--- src/hdl/rr_preempt_pkg.sv ---
// Behaviour
// - Six preemption plans, fixed priority order
// - Every new demand restarts track clearance green
// - Vehicle clearances incl. red revert complete first
// - Ped flashing don't-walk only during yellow
// - Test switch injects call, shows line powered
// - Missing critical component forces flash
// - Interface relay energized when not preempted; code also de-energizes it in flash
// - Series loop must close; open latches flash
// - Interconnect failure: one clearance, then latched flash
// - Interconnect failure raises supervisory alarm
// - Supervision self-fault also forces flash
// - Compute 16-bit identifier over protected data
// - Expected identifier wired as 16 input lines
// - Compare identifier at least once per second
// - Mismatch: all-red flash, alarm, manual restart
// - Protected writes only while flashing red
// - After data change, restart and verify first
// - Flash output polarity inverted
// - Secondary input opposite to primary demand
// - Equal inputs over one second: input failure
// - Input failure: clearance, flash, alarm, latched
package rr_preempt_pkg;
  localparam int unsigned CLK_HZ = 250_000_000;
  localparam int unsigned TICK_PERIOD_MS = 1000;
  localparam int unsigned TICK_CYCLES = CLK_HZ / 1000 * TICK_PERIOD_MS;
  localparam int unsigned INPUT_FAIL_SEC = 1;
  localparam int unsigned CLEAR_YELLOW_SEC = 4;
  localparam int unsigned CLEAR_RED_SEC = 2;
  localparam int unsigned TRACK_GREEN_SEC = 15;
  localparam int unsigned TRACK_RED_SEC = 2;
  localparam int unsigned NUM_PLANS = 6;
  localparam logic [15:0] CRC_POLY = 16'h1021;
  localparam logic [15:0] CRC_INIT = 16'hFFFF;
  localparam logic [4:0] DATA_WORDS = 5'h10;
  localparam logic [3:0] TIMER_ZERO = 4'h0;

  typedef enum logic [2:0] {
    ST_NORMAL = 3'b000,
    ST_YELLOW = 3'b001,
    ST_RED = 3'b010,
    ST_TRACK_GREEN = 3'b011,
    ST_TRACK_RED = 3'b100,
    ST_HOLD = 3'b101,
    ST_FLASH = 3'b110
  } seq_t;

  typedef struct packed {
    logic superviseFail;
    logic inputFail;
    logic crcFail;
    logic loopFail;
  } alarm_t;

  typedef struct packed {
    logic [3:0] addr;
    logic [15:0] data;
    logic wr;
    logic rd;
  } cfg_bus_t;
endpackage : rr_preempt_pkg

--- src/hdl/railroad_preempt_supervisor.sv ---
`timescale 1ns/1ns
`default_nettype none
module railroad_preempt_supervisor #(
  parameter int unsigned TICK_DIV = rr_preempt_pkg::TICK_CYCLES
) (
  input wire logic mclk,
  input wire logic rst,
  input wire logic [5:0] planDemand,
  input wire logic railDemand,
  input wire logic railSecondary,
  input wire logic superviseOk,
  input wire logic superviseSelfOk,
  input wire logic testSwitch,
  input wire logic seriesLoopOk,
  input wire logic [15:0] wiredId,
  input wire logic manualReset,
  input wire rr_preempt_pkg::cfg_bus_t cfgBus,
  output logic [15:0] cfgRdata,
  output logic cfgWriteRefused,
  output logic [2:0] activePlan,
  output logic planActive,
  output rr_preempt_pkg::seq_t seqState,
  output logic trackGreen,
  output logic pedFlashDontWalk,
  output logic relayDrive,
  output logic lineLamp,
  output logic flashOutInverted,
  output rr_preempt_pkg::alarm_t alarms,
  output logic [15:0] computedId
);
  import rr_preempt_pkg::*;

  function automatic logic [15:0] crcStep(input logic [15:0] c, input logic [15:0] d);
    logic [15:0] r;
    r = c;
    for (int i = 15; i >= 0; i--)
    begin
      r = (r[15] ^ d[i]) ? ((r << 1) ^ CRC_POLY) : (r << 1);
    end
    return r;
  endfunction : crcStep

  // Two-stage input synchronisers
  logic [28:0] syncA;
  logic [28:0] syncB;
  wire [28:0] rawIn = {planDemand, railDemand, railSecondary, superviseOk,
    superviseSelfOk, testSwitch, seriesLoopOk, manualReset, wiredId};
  always_ff @(posedge mclk)
  begin
    syncA <= rawIn;
    syncB <= syncA;
  end
  wire [5:0] sPlan = syncB[28:23];
  wire sDemand = syncB[22];
  wire sSecond = syncB[21];
  wire sSupOk = syncB[20];
  wire sSelfOk = syncB[19];
  wire sTest = syncB[18];
  wire sLoop = syncB[17];
  wire sManual = syncB[16];
  wire [15:0] sWired = syncB[15:0];

  // One-second timebase
  logic [27:0] tickCnt;
  logic tick;
  wire tickWrap = (tickCnt == 28'(TICK_DIV - 1));
  always_ff @(posedge mclk)
  begin
    if (rst)
    begin
      tickCnt <= 28'h000_0000;
      tick <= 1'b0;
    end
    else
    begin
      tick <= tickWrap;
      tickCnt <= tickWrap ? 28'h000_0000 : tickCnt + 28'h000_0001;
    end
  end

  // Protected data store and identifier
  logic [15:0] cfgMem [0:15];
  logic [15:0] crcAcc;
  logic [3:0] crcIdx;
  logic crcValid;
  logic dataChanged;
  wire walkEnd = (crcIdx == 4'hF);
  wire inFlash = (seqState == ST_FLASH);
  wire cfgWrOk = cfgBus.wr && inFlash;
  always_ff @(posedge mclk)
  begin
    if (cfgWrOk)
    begin
      cfgMem[cfgBus.addr] <= cfgBus.data;
    end
  end
  always_ff @(posedge mclk)
  begin
    if (rst)
    begin
      cfgRdata <= 16'h0000;
      cfgWriteRefused <= 1'b0;
    end
    else
    begin
      cfgRdata <= cfgBus.rd ? cfgMem[cfgBus.addr] : 16'h0000;
      cfgWriteRefused <= cfgBus.wr && !inFlash;
    end
  end
  // Continuous identifier walk over protected words
  always_ff @(posedge mclk)
  begin
    if (rst)
    begin
      crcAcc <= CRC_INIT;
      crcIdx <= 4'h0;
      computedId <= 16'h0000;
      crcValid <= 1'b0;
    end
    else if (cfgWrOk)
    begin
      crcAcc <= CRC_INIT;
      crcIdx <= 4'h0;
      crcValid <= 1'b0;
    end
    else
    begin
      crcAcc <= walkEnd ? CRC_INIT : crcStep(crcAcc, cfgMem[crcIdx]);
      crcIdx <= crcIdx + 4'h1;
      if (walkEnd)
      begin
        computedId <= crcStep(crcAcc, cfgMem[crcIdx]);
        crcValid <= 1'b1;
      end
    end
  end
  wire idMismatch = crcValid && tick && (computedId != sWired);
  wire idMatch = crcValid && (computedId == sWired);

  // Input verification timer
  logic [3:0] equalSecs;
  wire inputsEqual = (sDemand == sSecond);
  always_ff @(posedge mclk)
  begin
    if (rst || !inputsEqual)
    begin
      equalSecs <= TIMER_ZERO;
    end
    else if (tick && equalSecs != 4'hF)
    begin
      equalSecs <= equalSecs + 4'h1;
    end
  end
  wire inputFailNow = inputsEqual && (equalSecs > 4'(INPUT_FAIL_SEC));

  // Priority among plans: plan 0 highest
  wire superFailNow = !sSupOk || !sSelfOk;
  wire [5:0] demands = {sPlan[5:2], sPlan[1] | sDemand | sTest, sPlan[0] | superFailNow};
  logic [2:0] nextPlan;
  always_comb
  begin
    nextPlan = 3'h0;
    for (int i = NUM_PLANS - 1; i >= 0; i--)
    begin
      if (demands[i])
      begin
        nextPlan = 3'(i);
      end
    end
  end
  wire anyDemand = |demands;
  wire railCall = demands[0] || demands[1] || inputFailNow;

  // Latched faults
  logic flashAfterTrack;
  logic prevRail;
  always_ff @(posedge mclk)
  begin
    if (rst)
    begin
      alarms <= '0;
      flashAfterTrack <= 1'b0;
      dataChanged <= 1'b0;
      prevRail <= 1'b0;
    end
    else
    begin
      prevRail <= railCall;
      if (sManual)
      begin
        alarms <= '0;
        flashAfterTrack <= 1'b0;
        dataChanged <= 1'b0;
      end
      if (superFailNow)
      begin
        alarms.superviseFail <= 1'b1;
        flashAfterTrack <= 1'b1;
      end
      if (inputFailNow)
      begin
        alarms.inputFail <= 1'b1;
        flashAfterTrack <= 1'b1;
      end
      if (idMismatch)
      begin
        alarms.crcFail <= 1'b1;
      end
      if (!sLoop)
      begin
        alarms.loopFail <= 1'b1;
      end
      if (cfgWrOk)
      begin
        dataChanged <= 1'b1;
      end
    end
  end
  wire newDemand = railCall && !prevRail;
  wire hardFlash = alarms.crcFail || alarms.loopFail || !sLoop || idMismatch;
  wire holdFlash = hardFlash || dataChanged || !crcValid;

  // Preemption sequence
  logic [3:0] secs;
  seq_t nextState;
  logic [3:0] nextSecs;
  logic startGreen;
  always_comb
  begin
    nextState = seqState;
    nextSecs = tick ? secs - 4'h1 : secs;
    startGreen = 1'b0;
    case (seqState)
      ST_NORMAL:
      begin
        if (holdFlash)
        begin
          nextState = ST_FLASH;
        end
        else if (railCall)
        begin
          nextState = ST_YELLOW;
          nextSecs = 4'(CLEAR_YELLOW_SEC);
        end
      end
      ST_YELLOW:
      begin
        if (secs == TIMER_ZERO)
        begin
          nextState = ST_RED;
          nextSecs = 4'(CLEAR_RED_SEC);
        end
      end
      ST_RED:
      begin
        if (secs == TIMER_ZERO)
        begin
          startGreen = 1'b1;
        end
      end
      ST_TRACK_GREEN:
      begin
        if (newDemand)
        begin
          startGreen = 1'b1;
        end
        else if (secs == TIMER_ZERO)
        begin
          nextState = ST_TRACK_RED;
          nextSecs = 4'(TRACK_RED_SEC);
        end
      end
      ST_TRACK_RED:
      begin
        if (newDemand)
        begin
          startGreen = 1'b1;
        end
        else if (secs == TIMER_ZERO)
        begin
          nextState = flashAfterTrack ? ST_FLASH : ST_HOLD;
        end
      end
      ST_HOLD:
      begin
        if (newDemand)
        begin
          startGreen = 1'b1;
        end
        else if (!railCall)
        begin
          nextState = ST_NORMAL;
        end
      end
      ST_FLASH:
      begin
        if (sManual && !hardFlash && idMatch && !railCall)
        begin
          nextState = ST_NORMAL;
        end
      end
      default:
      begin
        nextState = ST_FLASH;
      end
    endcase
    if (startGreen)
    begin
      nextState = ST_TRACK_GREEN;
      nextSecs = 4'(TRACK_GREEN_SEC);
    end
    if (hardFlash)
    begin
      nextState = ST_FLASH;
    end
  end
  always_ff @(posedge mclk)
  begin
    if (rst)
    begin
      seqState <= ST_FLASH;
      secs <= TIMER_ZERO;
      activePlan <= 3'h0;
      planActive <= 1'b0;
    end
    else
    begin
      seqState <= nextState;
      secs <= (nextState != seqState || startGreen) ? nextSecs :
        (tick && secs != TIMER_ZERO ? secs - 4'h1 : secs);
      activePlan <= nextPlan;
      planActive <= anyDemand;
    end
  end

  // Outputs
  assign trackGreen = (seqState == ST_TRACK_GREEN);
  assign pedFlashDontWalk = (seqState == ST_YELLOW);
  assign relayDrive = !railCall && !inFlash;
  assign lineLamp = sTest || sDemand;
  assign flashOutInverted = !inFlash;
endmodule : railroad_preempt_supervisor
`default_nettype wire

--- config.mk ---
export PLATFORM = sky130hd
export DESIGN_NAME = railroad_preempt_supervisor
export DESIGN_NICKNAME = d
export VERILOG_FILES = /design/src/hdl/rr_preempt_pkg.sv /design/src/hdl/railroad_preempt_supervisor.sv
export SDC_FILE = /design/constraint.sdc
export NUM_CORES = 1
export LEC_CHECK = 0
export BUFFER_PORTS_ARGS = -buffer_cell sky130_fd_sc_hd__buf_2
export CELL_PAD_IN_SITES_DETAIL_PLACEMENT = 0
export CELL_PAD_IN_SITES_GLOBAL_PLACEMENT = 1
export CORE_ASPECT_RATIO = 0.9
export CORE_MARGIN = 2
export CORE_UTILIZATION = 47
export DETAILED_ROUTE_END_ITERATION = 12
export PLACE_DENSITY_LB_ADDON = 0.1
export SYNTH_ARGS = -nofsm -noshare
export SYNTH_HDL_FRONTEND = slang
export SYNTH_SLANG_ARGS = --single-unit
--- constraint.sdc ---
create_clock -name mclk -period 2.95 [get_ports mclk]
set_clock_uncertainty 0.15 [all_clocks]
set_input_delay 0.4425 -clock mclk [delete_from_list [all_inputs] [get_ports mclk]]
set_output_delay 0.4425 -clock mclk [all_outputs]
set_load 0.03 [all_outputs]
==> qor.log, run 1 <==
[run_status] result of the run complete, but fails checks
[run_status] violations in the final reports setup timing
[layout] final cell count without fillers 1907
[setup_path] crit path capture type flip-flop
[setup_path] CP Class reg -> reg
[drt] WL per Instance 23.4 um
[sta] Tmin final 3.25 ns
[cts] number of CTS-inserted buffers 45
[yosys] mean post-synth cell area 16.1 um2
[cts] TritonCTS clock tree built
[sta] setup-violating endpoint count in the final report 30
[setup_path] Worst Path Required 3.23 ns
[cts] maximum level of the CTS H-tree 2
[floorplan] initial core utilization 47.8%
[setup_path] category of the worst setup path launch point flip-flop
[drt] vias per cell 5.59
[yosys] proportion of register bits with asynchronous set or reset after synthesis 0%
[sta] worst slew pin tran 0.620 ns
[drt] Via Count 10666
[layout] final cell utilization of the core 60.3%
[cts] Clk Tree Root Cell sky130_fd_sc_hd__clkbuf_16
[sta] share of the clock period used by the worst path after layout 110%
[cts] total clock sinks 419
[cts] clock input transition at the sequential cells of the worst setup and hold paths 0.06 ns
[yosys] ys flop type sky130_fd_sc_hd__edfxtp_1
[global_route] global-route wire length before repair 66700 um
[min_path] Hold Path Class in -> reg
[pwr] ratio of total power to cell area 702 nW/um2
[setup_path] CP Max Fanout 7
[floorplan] count of standard-cell rows 67
[global_route] met2 global-route usage 36.5%
[sta] Fin. Hold Viols 0
[global_route] total global routing track utilization 23.0%
[layout] proportion of layout cells with a drive suffix above 1 40.8%
[floorplan] placeable core region 37400 um2
[global_route] M3 GR Usage 4.36%
[global_route] fraction of met1 tracks used by global routing 31.8%
[layout] growth of design area from synthesis to finish 26.2%
[global_route] GRT Residual Overflow 0
[floorplan] number of top-level pins 102
[placed_design] weighted congestion reported at the end of routability-driven placement 0.800
[sta] unrepaired setup endpoints after global routing yes
[sta] worst setup slack after layout -0.301 ns
[layout] layout filler cell count 2866
[yosys] synth warn 0
[yosys] post-synthesis instance area 17900 um2
[yosys] gate count of the mapped netlist 1111
[drt] overall routed net length 44600 um
[drt] antenna-violating nets left 0
[layout] FF+latch area 11000 um2
[yosys] number of unique standard cell types used by synthesis 57
[sta] top achievable clock speed 308 MHz
[placed_design] port bufs 101
[sta] Min Hold Slack 0.0777 ns
[drt] Iteration-0 DRC Markers 800
[floorplan] die height 189 um
[layout] area taken by multi-input logic gates 7180 um2
[layout] number of nets in the layout 1446
[layout] Post-Layout Inst Area 22600 um2
[layout] most common library cell in the layout ignoring fill and taps sky130_fd_sc_hd__edfxtp_1
[sta] worst-case headroom to the max-slew limit 57.5%
[yosys] number of enable flip-flop cells after synthesis 256
[floorplan] Total Die Area 39600 um2
[setup_path] arrival time reported for the critical path endpoint 3.53 ns
[drt] number of remaining DRC errors 0
[placed_design] Post-Place Setup Slack -0.327 ns
[placed_design] detailed placement HPWL 29000 um
[pwr] leak pwr 0.00805 uW
[flow_run] number of max-capacitance violations reported 0
[cts] maximum root-to-sink buffer count 3
[yosys] sequential area share after synthesis 61.3%
[global_route] maximum number of pins on one net before global-route repair 38
[yosys] net count after synthesis 1170
[placed_design] placed cell areas 19900 um2
[cts] clk_lat worst skew 0.58 ns
[drt] number of search-and-repair iterations in the first detailed-routing pass 5
[global_route] busiest grt layer met2
[pwr] worst supply voltage drop on vdd 0.498 mV
[floorplan] Horiz. Die Dim 210 um
[global_route] via count of the first global-routing pass 10775
[layout] highest-count cells in the layout ignoring fill and taps 256 x sky130_fd_sc_hd__edfxtp_1, 157 x sky130_fd_sc_hd__dfxtp_1, 151 x sky130_fd_sc_hd__mux4_2, 121 x sky130_fd_sc_hd__buf_4, 100 x sky130_fd_sc_hd__buf_2
[sta] max-slew violation total from the final report 0
[global_route] number of antenna violations at the first check in global routing 1
[yosys] Yosys reg bits 419
[placed_design] dpl cells 1758
per-layer routing:
| layer | vias up | part of all wire [%] | wire [um] |
|---|---|---|---|
| met5 | - | 0 | 0 |
| met4 | 0 | 3.0 | 1320 |
| met3 | 79 | 6.6 | 2930 |
| met2 | 326 | 48 | 21300 |
| met1 | 5400 | 43 | 19000 |
| li1 | 4861 | - | - |
worst max-delay path: stages (launching register included):
cell	delay (ns)
sky130_fd_sc_hd__dfxtp_4	0.40
sky130_fd_sc_hd__buf_6	0.12
sky130_fd_sc_hd__buf_12	0.12
sky130_fd_sc_hd__buf_12	0.10
sky130_fd_sc_hd__mux4_2	0.50
sky130_fd_sc_hd__mux2i_2	0.20
sky130_fd_sc_hd__xor2_1	0.09
sky130_fd_sc_hd__mux2i_1	0.17
sky130_fd_sc_hd__buf_4	0.19
sky130_fd_sc_hd__xnor3_2	0.31
sky130_fd_sc_hd__xnor2_4	0.22
sky130_fd_sc_hd__xnor2_2	0.14
sky130_fd_sc_hd__buf_6	0.15
sky130_fd_sc_hd__xor2_4	0.16
sky130_fd_sc_hd__a211oi_2	0.08
flip-flops by register name, summed over array words and instances (netlist names), 16 cells and up:
name	count
cfgMem	256
cfgRdata	16
crcAcc	16
tickCnt	28
syncB	29
syncA	29
computedId	16
cell type report:
type / instances / area share (%)
repair buffers: 287 / 10.2
clock inverters: 23 / 0.882
well taps: 483 / 2.68
inverters: 12 / 0.200
diodes: 1 / 0.0111
multi-input cells: 622 / 31.8
clock buffers: 60 / 5.55
flip-flops and latches: 419 / 48.6
final timing paths:
path	start	end	slack, ns	cells past startpoint
setup reg to reg	crcIdx[0]	computedId[7]	-0.30	14
hold reg to reg	syncA[22]	syncB[22]	0.17	0
setup / recovery	crcIdx[0]	computedId[7]	-0.30	14
hold / removal	cfgBus[7]	cfgMem[13][5]	0.08	1
Yosys cell counts, types with 3 or more instances:
cell	number	share of area, %
sky130_fd_sc_hd__edfxtp_1	256	43
sky130_fd_sc_hd__dfxtp_1	163	18
sky130_fd_sc_hd__mux4_2	151	19
sky130_fd_sc_hd__nor2_1	91	1.9
sky130_fd_sc_hd__nand2_1	56	1.2
sky130_fd_sc_hd__xor2_1	49	2.4
sky130_fd_sc_hd__xnor2_1	38	1.9
sky130_fd_sc_hd__a21oi_1	28	0.78
sky130_fd_sc_hd__clkbuf_1	25	0.52
sky130_fd_sc_hd__mux2i_1	25	1.4
sky130_fd_sc_hd__nor2b_1	18	0.63
sky130_fd_sc_hd__nand3_1	15	0.42
sky130_fd_sc_hd__a211oi_1	14	0.59
sky130_fd_sc_hd__buf_1	14	0.29
sky130_fd_sc_hd__nor3_1	14	0.39
sky130_fd_sc_hd__buf_2	12	0.34
sky130_fd_sc_hd__inv_1	12	0.25
sky130_fd_sc_hd__and2_1	11	0.38
sky130_fd_sc_hd__nand2b_1	11	0.38
sky130_fd_sc_hd__o21ai_0	10	0.28
sky130_fd_sc_hd__and3_1	9	0.31
sky130_fd_sc_hd__nor4_1	8	0.28
sky130_fd_sc_hd__xnor3_1	7	0.88
sky130_fd_sc_hd__ha_1	6	0.42
sky130_fd_sc_hd__xnor2_2	6	0.55
sky130_fd_sc_hd__nand4_1	5	0.17
sky130_fd_sc_hd__nor4b_1	5	0.24
sky130_fd_sc_hd__buf_4	4	0.17
sky130_fd_sc_hd__or3_1	4	0.14
sky130_fd_sc_hd__mux2i_4	3	0.38
sky130_fd_sc_hd__o21ai_1	3	0.084
sky130_fd_sc_hd__or4_1	3	0.13
stage by stage:
step	setup TNS (ns)	power, uW
floorplan	-6.12	8360
detailed placement	-7.37	9290
finish	-5.86	15800
global route	-10.23	16500
global placement	-5.88	9270
CTS	-4.83	15300
power by group:
group	switching [uW]	total, uW	internal (uW)	leakage, uW
clock network	2290	5460	3170	0.000712
registers	113	6510	6400	0.00366
logic	1670	3850	2190	0.00368
total	4070	15800	11800	0.00805
cell families after synthesis:
logic type	Yosys count	share of synthesized area, %
buf+inv	70	1.78
xor+xnor	103	6.09
simple gates	260	7.05
flops	419	61.3
fa+ha+maj	6	0.420
compound gates	74	2.60
mux	179	20.8
timing repair:
item,4_1_cts,5_1_grt
resized for setup,39,54
hold buffers,30,0
buffers inserted,28,7
pin swaps,26,28
setup endpoints to repair,34,36
cloned,2,0
endpoints found under the hold margin,30,0
(Power assumes the default switching activity.)
==> run 2, diff against run 1 <==
--- a/config.mk
+++ b/config.mk
@@ -6,13 +6,11 @@
 export NUM_CORES = 1
 export LEC_CHECK = 0
 export BUFFER_PORTS_ARGS = -buffer_cell sky130_fd_sc_hd__buf_2
-export CELL_PAD_IN_SITES_DETAIL_PLACEMENT = 0
-export CELL_PAD_IN_SITES_GLOBAL_PLACEMENT = 1
 export CORE_ASPECT_RATIO = 0.9
 export CORE_MARGIN = 2
-export CORE_UTILIZATION = 47
+export CORE_UTILIZATION = 55
 export DETAILED_ROUTE_END_ITERATION = 12
-export PLACE_DENSITY_LB_ADDON = 0.1
+export PLACE_DENSITY = 0.76
 export SYNTH_ARGS = -nofsm -noshare
 export SYNTH_HDL_FRONTEND = slang
 export SYNTH_SLANG_ARGS = --single-unit
==> run 2 against run 1 <==
Effect of this change:
- the flow still finishes with violations (setup timing)
- design area shrank 1.8%
- total power shrank 2.2%
- first-iteration DRC count grew 22%
- sequential share of layout area grew 0.90 points
- worst hold slack lost 0.031 ns
- die area shrank 14%
==> qor.log, run 2 (same netlist as run 1, synthesis figures left out) <==
[placed_design] port bufs 101 [unchanged]
[global_route] GRT Residual Overflow 0 [unchanged]
[floorplan] number of top-level pins 102 [unchanged]
[floorplan] Total Die Area 34000 um2 [was 39600 um2]
[min_path] Hold Path Class in -> reg [unchanged]
[drt] WL per Instance 24.2 um [was 23.4 um]
[floorplan] initial core utilization 55.9% [was 47.8%]
[sta] max-slew violation total from the final report 0 [unchanged]
[pwr] ratio of total power to cell area 699 nW/um2 [was 702 nW/um2]
[setup_path] arrival time reported for the critical path endpoint 3.59 ns [was 3.53 ns]
[floorplan] die height 175 um [was 189 um]
[sta] worst slew pin tran 0.566 ns [was 0.620 ns]
[drt] overall routed net length 44100 um [was 44600 um]
[cts] clk_lat worst skew 0.54 ns [was 0.58 ns]
[global_route] maximum number of pins on one net before global-route repair 69 [was 38]
[sta] share of the clock period used by the worst path after layout 113% [was 110%]
[global_route] via count of the first global-routing pass 11174 [was 10775]
[sta] top achievable clock speed 300 MHz [was 308 MHz]
[setup_path] cell type of the slowest stage on the worst timing path sky130_fd_sc_hd__mux4_2 [unchanged]
[global_route] global-route wire length before repair 66300 um [was 66700 um]
[layout] most common library cell in the layout ignoring fill and taps sky130_fd_sc_hd__edfxtp_1 [unchanged]
[cts] number of CTS-inserted buffers 43 [was 45]
[layout] proportion of layout cells with a drive suffix above 1 38.0% [was 40.8%]
[sta] Tmin final 3.33 ns [was 3.25 ns]
[setup_path] setup slack on the worst flop-to-flop path -0.38 ns [was -0.30 ns]
[flow_run] number of max-capacitance violations reported 0 [unchanged]
[setup_path] CP Class reg -> reg [unchanged]
[floorplan] Horiz. Die Dim 194 um [was 210 um]
[cts] TritonCTS clock tree built [unchanged]
[placed_design] dpl cells 1681 [was 1758]
[pwr] leak pwr 0.00788 uW [was 0.00805 uW]
[layout] max reg flops 256 [unchanged]
[setup_path] Worst Path Required 3.20 ns [was 3.23 ns]
[sta] setup-violating endpoint count in the final report 32 [was 30]
[run_status] violations in the final reports setup timing [unchanged]
[drt] number of remaining DRC errors 0 [unchanged]
[sta] unrepaired setup endpoints after global routing yes [unchanged]
[global_route] total global routing track utilization 25.8% [was 23.0%]
[cts] maximum root-to-sink buffer count 3 [unchanged]
[drt] vias per cell 6.03 [was 5.59]
[setup_path] crit path capture type flip-flop [unchanged]
[sta] worst-case headroom to the max-slew limit 61.7% [was 57.5%]
[drt] number of search-and-repair iterations in the first detailed-routing pass 5 [unchanged]
[drt] antenna-violating nets left 0 [unchanged]
[placed_design] Post-Place Setup Slack -0.389 ns [was -0.327 ns]
[sta] Fin. Hold Viols 0 [unchanged]
[layout] largest register by flop count cfgMem [unchanged]
[run_status] result of the run complete, but fails checks [unchanged]
[layout] number of nets in the layout 1426 [was 1446]
[cts] maximum level of the CTS H-tree 2 [unchanged]
[drt] Via Count 10958 [was 10666]
[global_route] number of antenna violations at the first check in global routing 3 [was 1]
[layout] final cell utilization of the core 69.3% [was 60.3%]
[setup_path] series of cell instances along the critical path buf_12 -> buf_12 -> mux4_2 -> mux2i_4 -> xnor3_1 -> mux2i_4 -> xor2_4 -> xnor2_4 -> xnor2_4 -> and3_4 -> nor4_2 [was buf_6 -> buf_12 -> buf_12 -> mux4_2 -> mux2i_2 -> xor2_1 -> mux2i_1 -> buf_4 -> xnor3_2 -> xnor2_4 -> xnor2_2 -> buf_6 -> xor2_4 -> a211oi_2]
[drt] Iteration-0 DRC Markers 974 [was 800]
[layout] growth of design area from synthesis to finish 23.8% [was 26.2%]
[cts] total clock sinks 419 [unchanged]
[setup_path] category of the worst setup path launch point flip-flop [unchanged]
[layout] final cell count without fillers 1818 [was 1907]
[cts] Clk Tree Root Cell sky130_fd_sc_hd__clkbuf_16 [unchanged]
[setup_path] CP Max Fanout 8 [was 7]
[layout] leading registers by flop count cfgMem: 256 flops, syncA: 29 flops, syncB: 29 flops [unchanged]
[placed_design] detailed placement HPWL 27500 um [was 29000 um]
[sta] worst setup slack after layout -0.384 ns [was -0.301 ns]
[placed_design] weighted congestion reported at the end of routability-driven placement 0.899 [was 0.800]
[cts] clock input transition at the sequential cells of the worst setup and hold paths 0.06 ns [about the same]
[pwr] worst supply voltage drop on vdd 0.538 mV [was 0.498 mV]
[setup_path] Largest stage delay, worst path 0.52 ns [was 0.50 ns]
[floorplan] placeable core region 32000 um2 [was 37400 um2]
[layout] highest-count cells in the layout ignoring fill and taps 256 x sky130_fd_sc_hd__edfxtp_1, 159 x sky130_fd_sc_hd__dfxtp_1, 151 x sky130_fd_sc_hd__mux4_2, 109 x sky130_fd_sc_hd__buf_4, 100 x sky130_fd_sc_hd__buf_2 [was 256 x sky130_fd_sc_hd__edfxtp_1, 157 x sky130_fd_sc_hd__dfxtp_1, 151 x sky130_fd_sc_hd__mux4_2, 121 x sky130_fd_sc_hd__buf_4, 100 x sky130_fd_sc_hd__buf_2]
[floorplan] count of standard-cell rows 62 [was 67]
run 2: cell types whose count changed in the layout (fill, tap and decap cells not counted), moves of 6 or more:
cell                       previous run  this run
sky130_fd_sc_hd__buf_4              121       109
sky130_fd_sc_hd__clkbuf_8             7         1
sky130_fd_sc_hd__clkinv_1             2         9
sky130_fd_sc_hd__xnor2_1             24        31
sky130_fd_sc_hd__xnor2_2             14         5
run 2: power breakdown:
group / internal, uW / total [uW] / switching (uW)
clock network: 3340 / 5550 / 2210
logic: 1840 / 3420 / 1580
registers: 6390 / 6510 / 112
run 2: metal layers:
layer	vias to the layer above	track usage (%)	routed length, um
met4	4	7.35	1180
met5	-	0	27
li1	4816	-	-
met1	5485	35.5	17300
met3	101	4.54	3780
met2	552	42.8	21800
run 2: layout make-up:
cell class | count | area (um2)
diodes | 1 | 2.50
clock buffers | 53 | 1170
clock inverters | 26 | 282
fillers | 2008 | 9820
inverters | 12 | 45.0
multi-input cells | 622 | 7050
flip-flops and latches | 419 | 11000
well taps | 416 | 520
repair buffers | 269 | 2120
run 2: per-stage QoR:
step                      hold slack (ns)  area [um2]  setup TNS [ns]  total power, uW
after floorplan                     0.160       18100           -6.12             8360
after global placement              0.160       19800           -3.27             9110
after detailed placement            0.164       19800           -5.41             9170
after CTS                          0.0243       21800           -4.64            15200
after global routing               0.0351       22100          -11.18            16000
final                              0.0470       22100           -7.91            15500
run 2: what timing repair did:
item / CTS / global route
hold buffers: 29 / 0
pin swaps: 9 / 15
endpoints found under the hold margin: 29 / 0
setup buffers: 16 / 12
setup endpoints to repair: 30 / 36
gates resized for setup: 27 / 40
run 2: worst paths after layout:
path,startpoint,cells past startpoint,endpoint
worst min-delay path,cfgBus[1],2,cfgWriteRefused
worst min register to register,syncA[8],0,syncB[8]
worst max register to register,crcIdx[0],11,computedId[12]
worst max-delay path,crcIdx[0],11,computedId[12]
run 2: worst max-delay path, delay by kind of cell, from the launching register on:
family | cells | cell delay (ns)
XOR/XNOR | 4 | 1.18
multiplexers | 3 | 0.95
flip-flops | 1 | 0.39
AND/OR/NAND/NOR | 2 | 0.28
buffers and inverters | 2 | 0.24
